**src/shared/crc_defs.vh**
```
`ifndef CRC_DEFS_VH
`define CRC_DEFS_VH
// register offsets on the plain register port
`define CRC_ADDR_W 4
`define CRC_A_CMP1 4'h0
`define CRC_A_CMP2 4'h1
`define CRC_A_STAT 4'h2
`define CRC_A_SHARED 4'h3
`define CRC_A_WDOG 4'h4
`define CRC_A_IFLAG 4'h5
`define CRC_A_IMASK 4'h6
// comparator control fields
`define CRC_C_ON 7
`define CRC_C_OE 6
`define CRC_C_POL 5
`define CRC_C_EVH 4
`define CRC_C_EVL 3
`define CRC_C_REF 2
`define CRC_C_CHH 1
`define CRC_C_CHL 0
// reference control fields
`define CRC_R_PWR 7
`define CRC_R_OE 6
`define CRC_R_RNG 5
`define CRC_R_SRC 4
`define CRC_R_LVH 3
`define CRC_R_LVL 0
// watchdog control select bit
`define CRC_W_SEL 4
// interrupt edge codes
`define CRC_EV_NONE 2'h0
`define CRC_EV_RISE 2'h1
`define CRC_EV_FALL 2'h2
`define CRC_EV_ANY 2'h3
// reset values
`define CRC_RST_CMP 8'h00
`define CRC_RST_REF 8'h00
`define CRC_RST_PER 8'hff
`define CRC_RST_WDOG 8'h00
`define CRC_RST_FLAG 2'h0
`define CRC_RST_RDATA 8'h00
`endif

```
**src/logic/crc_top.v**
```verilog
// Function
// - enabled comparator keeps running in sleep
// - enabled comparator interrupt wakes from sleep
// - comparator controls unchanged across sleep wake
// - reset clears both comparator controls
// - unimplemented status bits read zero
// - reference control shares address with period
// - bit seven powers reference ladder
// - bit six drives reference onto pin
// - bit five selects low or high range
// - bit four selects ladder supply
// - bits three to zero select tap
// - reference control unchanged across sleep wake
// - reset clears reference control bits
// - reference independent of comparator enables
// - comparator control field layout
// - status shows both comparator outputs
`timescale 1ns/1ps
`include "crc_defs.vh"
module crc_top (
  input wire CLK,
  input wire RST,
  input wire [3:0] ADDR,
  input wire [7:0] WDATA,
  input wire WR,
  input wire RD,
  output reg [7:0] RDATA,
  input wire SLEEP,
  output wire WAKE,
  output wire IRQ,
  input wire CMP1_RAW,
  input wire CMP2_RAW,
  output wire CMP1_EN,
  output wire CMP2_EN,
  output wire CMP1_PIN_OE,
  output wire CMP2_PIN_OE,
  output wire CMP1_OUT,
  output wire CMP2_OUT,
  output wire CMP1_INTREF,
  output wire CMP2_INTREF,
  output wire [1:0] CMP1_INSEL,
  output wire [1:0] CMP2_INSEL,
  output wire REF_POWER_ON,
  output wire REF_PIN_OUTPUT,
  output wire REF_RANGE_LOW,
  output wire REF_SOURCE_EXT,
  output wire [3:0] REF_LEVEL,
  output wire [7:0] TIMER4_PERIOD,
  input wire PORT_F5_DIRECTION,
  output wire PORT_F5_DIRECTION_EFF
);
  reg [7:0] cmp1_ctl_r;
  reg [7:0] cmp2_ctl_r;
  reg [7:0] ref_ctl_r;
  reg [7:0] period_r;
  reg [7:0] wdog_r;
  reg [1:0] iflag_r;
  reg [1:0] imask_r;
  reg [1:0] iflag_nxt;
  reg c1_s1_r, c1_s2_r, c2_s1_r, c2_s2_r;
  reg c1_d_r, c2_d_r;
  wire [1:0] out_v;
  wire [1:0] ev;
  wire sel_ref;
  reg [7:0] rdata_nxt;

  // polarity applied after synchroniser
  function out_pol;
    input raw;
    input [7:0] ctl;
    begin
      out_pol = ctl[`CRC_C_ON] & (raw ^ ctl[`CRC_C_POL]);
    end
  endfunction

  // edge event by interrupt edge select
  function edge_ev;
    input now;
    input prev;
    input [7:0] ctl;
    reg [1:0] sel;
    begin
      sel = {ctl[`CRC_C_EVH], ctl[`CRC_C_EVL]};
      case (sel)
        `CRC_EV_RISE: edge_ev = now & ~prev;
        `CRC_EV_FALL: edge_ev = ~now & prev;
        `CRC_EV_ANY: edge_ev = now ^ prev;
        default: edge_ev = 1'b0;
      endcase
    end
  endfunction

  always @(posedge CLK) begin
    c1_s1_r <= CMP1_RAW;
    c1_s2_r <= c1_s1_r;
    c2_s1_r <= CMP2_RAW;
    c2_s2_r <= c2_s1_r;
  end

  // comparators run whether or not asleep
  assign out_v = {out_pol(c2_s2_r, cmp2_ctl_r), out_pol(c1_s2_r, cmp1_ctl_r)};
  assign ev = {edge_ev(out_v[1], c2_d_r, cmp2_ctl_r),
               edge_ev(out_v[0], c1_d_r, cmp1_ctl_r)};
  // shared address picks reference control when select set
  assign sel_ref = wdog_r[`CRC_W_SEL];

  always @(posedge CLK) begin
    if (RST) begin
      c1_d_r <= 1'b0;
      c2_d_r <= 1'b0;
    end else begin
      c1_d_r <= out_v[0];
      c2_d_r <= out_v[1];
    end
  end

  // sticky flags, set wins over write-one clear
  always @* begin
    iflag_nxt = iflag_r;
    if (WR && ADDR == `CRC_A_IFLAG)
      iflag_nxt = iflag_r & ~WDATA[1:0];
    iflag_nxt = iflag_nxt | ev;
  end

  // sleep never touches control state: no sleep term below
  always @(posedge CLK) begin
    if (RST) begin
      cmp1_ctl_r <= `CRC_RST_CMP;
      cmp2_ctl_r <= `CRC_RST_CMP;
      ref_ctl_r <= `CRC_RST_REF;
      period_r <= `CRC_RST_PER;
      wdog_r <= `CRC_RST_WDOG;
      iflag_r <= `CRC_RST_FLAG;
      imask_r <= `CRC_RST_FLAG;
    end else begin
      iflag_r <= iflag_nxt;
      if (WR) begin
        case (ADDR)
          `CRC_A_CMP1: cmp1_ctl_r <= WDATA;
          `CRC_A_CMP2: cmp2_ctl_r <= WDATA;
          `CRC_A_SHARED: begin
            if (sel_ref)
              ref_ctl_r <= WDATA;
            else
              period_r <= WDATA;
          end
          `CRC_A_WDOG: wdog_r <= WDATA;
          `CRC_A_IMASK: imask_r <= WDATA[1:0];
          default: ; // status writes ignored
        endcase
      end
    end
  end

  always @* begin
    rdata_nxt = 8'h00;
    case (ADDR)
      `CRC_A_CMP1: rdata_nxt = cmp1_ctl_r;
      `CRC_A_CMP2: rdata_nxt = cmp2_ctl_r;
      `CRC_A_STAT: rdata_nxt = {6'h00, out_v};
      `CRC_A_SHARED: rdata_nxt = sel_ref ? ref_ctl_r : period_r;
      `CRC_A_WDOG: rdata_nxt = wdog_r;
      `CRC_A_IFLAG: rdata_nxt = {6'h00, iflag_r};
      `CRC_A_IMASK: rdata_nxt = {6'h00, imask_r};
      default: rdata_nxt = 8'h00;
    endcase
  end

  always @(posedge CLK) begin
    if (RST)
      RDATA <= `CRC_RST_RDATA;
    else if (RD)
      RDATA <= rdata_nxt;
    else
      RDATA <= `CRC_RST_RDATA;
  end

  assign IRQ = |(iflag_r & imask_r);
  assign WAKE = SLEEP & IRQ;
  assign CMP1_EN = cmp1_ctl_r[`CRC_C_ON];
  assign CMP2_EN = cmp2_ctl_r[`CRC_C_ON];
  assign CMP1_PIN_OE = cmp1_ctl_r[`CRC_C_OE];
  assign CMP2_PIN_OE = cmp2_ctl_r[`CRC_C_OE];
  assign CMP1_OUT = out_v[0];
  assign CMP2_OUT = out_v[1];
  assign CMP1_INTREF = cmp1_ctl_r[`CRC_C_REF];
  assign CMP2_INTREF = cmp2_ctl_r[`CRC_C_REF];
  assign CMP1_INSEL = cmp1_ctl_r[`CRC_C_CHH:`CRC_C_CHL];
  assign CMP2_INSEL = cmp2_ctl_r[`CRC_C_CHH:`CRC_C_CHL];
  // reference outputs use no comparator bit
  assign REF_POWER_ON = ref_ctl_r[`CRC_R_PWR];
  assign REF_PIN_OUTPUT = ref_ctl_r[`CRC_R_OE];
  assign REF_RANGE_LOW = ref_ctl_r[`CRC_R_RNG];
  assign REF_SOURCE_EXT = ref_ctl_r[`CRC_R_SRC];
  assign REF_LEVEL = ref_ctl_r[`CRC_R_LVH:`CRC_R_LVL];
  assign TIMER4_PERIOD = period_r;
  // pin output overrides direction: 1 means input/released
  assign PORT_F5_DIRECTION_EFF = ref_ctl_r[`CRC_R_OE] | PORT_F5_DIRECTION;
endmodule

```
**config.mk**
```make
export PLATFORM = sky130hd
export DESIGN_NAME = crc_top
export DESIGN_NICKNAME = d
export VERILOG_FILES = /design/src/logic/crc_top.v
export VERILOG_INCLUDE_DIRS = /design/src /design/src/shared
export SDC_FILE = /design/constraint.sdc
export NUM_CORES = 1
export LEC_CHECK = 0
export BUFFER_PORTS_ARGS = -buffer_cell sky130_fd_sc_hd__buf_2
export CAP_MARGIN = 5
export CORE_UTILIZATION = 50
export CTS_BUF_LIST = sky130_fd_sc_hd__clkbuf_4 sky130_fd_sc_hd__clkbuf_8
export DETAILED_ROUTE_END_ITERATION = 7
export PLACE_DENSITY_LB_ADDON = 0.08
export SYNTH_ARGS = -nofsm -noshare
export SYNTH_HDL_FRONTEND = slang
export SYNTH_SLANG_ARGS = --single-unit
```
**constraint.sdc**
```tcl
create_clock -name CLK -period 1.6 [get_ports CLK]
set_clock_uncertainty 0.15 [all_clocks]
set_input_delay 0.32 -clock CLK [delete_from_list [all_inputs] [get_ports CLK]]
set_output_delay 0.32 -clock CLK [all_outputs]
set_load 0.1 [all_outputs]
```
==> results.txt <==
internal power: 2600 uW
largest net degree at the start of global routing: 47
Slew HR: 0.674
Mapped Cells: 268
Final min period: 1.76 ns
synth top area cells: dfxtp_1 (44%), mux2i_1 (20%), nor2_1 (7.7%), a211o_1 (2.7%), inv_1 (2.3%)
post-route ant nets: 0
Yosys top cell by area: dfxtp_1
final count of pins violating max slew: 0
synthesis-to-layout area growth: 42.1%
RSZ-0062 raised after global routing: yes
Remaining Overflow, GRT: 0
WL final: 6520 um
Crit-path slowest cell: dfxtp_2
top_reg_cell synth: dfxtp_1
DRC viols: 0
fmax: 569 MHz
register share of total power: 0.434
final cycle utilization of the critical path: 1.10
critical path class: reg -> out
share of cells above drive strength 1: 0.427
Cell Rows: 25
DIE AREA: 5530 um2
post-synthesis sequential area ratio: 0.444
port bufs: 58
asr flop ratio synth: 0
non-filler instance count after layout: 435
Post-Syn Nets: 292
Clock Pin Slew Worst Setup and Hold Paths: 0.06 ns
Placed Area: 3290 um2
Logic pwr share: 0.098
most common cell in the netlist: dfxtp_1
NetSw: 798 uW
total CTS buffers: 9
failing checks: negative setup slack
Routed wire per std cell: 15.0 um
Startpoint Class: register
Inst Count DP: 408
Clock Power Share: 0.468
width of the die: 74.3 um
crit path max fanout: 2
delay of the slowest critical-path stage: 0.34 ns
clk sinks: 58
Hold WS: 0.138 ns
Core Region: 4880 um2
top post-synthesis cells by count: dfxtp_1 (58), nor2_1 (54), mux2i_1 (51)
antenna violations before repair: 0
CTS tree: built
Via Count: 2239
CP Data Arrival Time: 1.29 ns
Initial Utilization: 0.536
status: finished, violations left
Post-Syn Area: 2620 um2
ANT cells: 0
Die Span Y: 74.3 um
final instance area: 3720 um2
vias per inst: 5.15
clk buf depth: 2
WP data required: 1.13 ns
Yosys cell types: 39
sw frac: 0.235
peak supply drop: 663 uV
GRT Total Usage: 0.261
Synth Area per Inst: 9.76 um2
Final Hold Viols: 0
EDFF count, synth: 0
Root Driver: clkbuf_8
# IOs: 59
Max Cap Violations: 0
post-synth top area share: 0.444
first-pass GRT wire length: 10400 um
slew of the pin with the lowest slew margin: 0.492 ns
Yosys Warn Count: 0
Synth Register Bits: 58
hpwl dp: 4600 um
gp weighted congestion: 0.826
# nets final: 387
Worst Setup End Kind: primary output
htree depth: 3
P_leak: 0.00184 uW
final setup violation count: 6
Pwr per Cell Area: 914 nW/um2
fill count: 365
post-route setup slack: -0.156 ns
CP Cell Sequence: xor2_2 -> nand2_4 -> clkinvlp_4 -> buf_6 -> buf_12
vias in the first global route: 2195
final setup TNS: -0.652 ns
Final Core Density: 0.762
first-pass detailed-route iteration total: 4
Hold Path Class: in -> reg
worst skew pair latency: 0.33 ns
DRT iter0 DRCs: 138
## power by group through the flow
stage               Combinational (uW)  Clock (uW)  Sequential [uW]
floorplan                          155           0             1560
global placement                   317           0             1510
detailed placement                 319           0             1510
CTS                                331        1600             1480
global route                       355        1680             1480
finish                             334        1590             1480
## what timing repair did
item | CTS | global route
endpoints found under the setup margin | 13 | 20
resized for setup | 20 | 18
hold endpoints to repair | 2 | 0
pin swaps | 8 | 9
hold buffers | 2 | 0
buffers inserted | 9 | 2
## worst paths after layout
check / startpoint / endpoint / slack (ns) / depth (start not counted)
setup / recovery: cmp1_ctl_r[5]$_SDFFE_PP0P_ / CMP1_OUT / -0.16 / 5
hold reg to reg: c2_s1_r$_DFF_P_ / c2_s2_r$_DFF_P_ / 0.18 / 0
setup reg to reg: cmp1_ctl_r[5]$_SDFFE_PP0P_ / iflag_r[0]$_SDFF_PP0_ / -0.11 / 10
hold / removal: WDATA[2] / cmp2_ctl_r[2]$_SDFFE_PP0P_ / 0.14 / 3
## metrics by stage
| step | worst slack [ns] | power (uW) |
|---|---|---|
| floorplan | -0.295 | 1720 |
| global placement | -0.105 | 1820 |
| detailed placement | -0.140 | 1830 |
| CTS | -0.166 | 3410 |
| global route | -0.209 | 3510 |
| finish | -0.156 | 3400 |
## placed cells by master, fill, tap and decap left out, types with 2 or more instances in the layout
cell type | netlist | layout
inv_1 | 16 | 12
bufinv_16 | 0 | 3
dfxtp_4 | 0 | 2
dlygate4sd3_1 | 0 | 2
a211o_1 | 8 | 8
clkbuf_8 | 0 | 9
clkinvlp_4 | 0 | 2
a2bb2oi_1 | 2 | 2
o32a_1 | 2 | 2
clkinv_2 | 0 | 2
buf_12 | 0 | 5
o21ai_0 | 3 | 3
clkinv_1 | 0 | 2
nand2_1 | 7 | 5
nor2_1 | 54 | 54
ha_4 | 0 | 3
buf_6 | 3 | 7
a21oi_1 | 7 | 6
mux2i_1 | 51 | 50
a22oi_1 | 2 | 2
nand2b_1 | 3 | 3
buf_2 | 2 | 32
o2bb2ai_1 | 4 | 4
xor2_2 | 0 | 2
nand3_2 | 3 | 3
buf_4 | 7 | 42
clkbuf_4 | 0 | 13
nor2b_1 | 4 | 4
o22ai_1 | 3 | 3
inv_2 | 0 | 2
nand2_4 | 0 | 2
dfxtp_2 | 0 | 16
dfxtp_1 | 58 | 40
## flip-flops by register name (all words and copies together), names as in the netlist, 2 cells and up
register,flops
TIMER4_PERIOD,8
wdog_r,8
iflag_r,2
imask_r,2
RDATA,8
ref_ctl_r,8
cmp1_ctl_r,8
cmp2_ctl_r,8
## layout make-up
cell class	count	area, um2	share of cell area
Inverter	16	67.6	0.0182
Multi-Input combinational cell	177	1380	0.370
Sequential cell	58	1190	0.320
Clock inverter	7	108	0.0289
Clock buffer	9	124	0.0333
Tap cell	67	83.8	0.0225
Timing Repair Buffer	101	772	0.208
## worst max-delay path, delay by kind of cell, from the launching register on
| kind | cells | cell delay [ns] |
|---|---|---|
| buffers and inverters | 3 | 0.35 |
| xor gates and xnor gates | 1 | 0.18 |
| and+or+nand+nor | 1 | 0.08 |
| DFF | 1 | 0.34 |
## routing by layer
layer | GRT usage | vias up | share of wire
met1 | 0.323 | 1056 | 0.45
li1 | - | 1106 | -
met3 | 0.0718 | 8 | 0.054
met5 | 0 | - | 0
met4 | 0.0922 | 0 | 0.010
met2 | 0.438 | 69 | 0.49
## cells by family (layout without fill, tap and decap cells)
logic type	Yosys count	after routing	synth area share
buffers and inverters	33	133	0.0670
flip-flops	58	58	0.444
multiplexers	51	51	0.195
AO/OA/AOI/OAI	37	37	0.106
XOR/XNOR	2	2	0.00670
AND/OR/NAND/NOR	83	83	0.162
adder cells (fa/ha/maj)	4	4	0.0191
(Power assumes the default switching activity.)
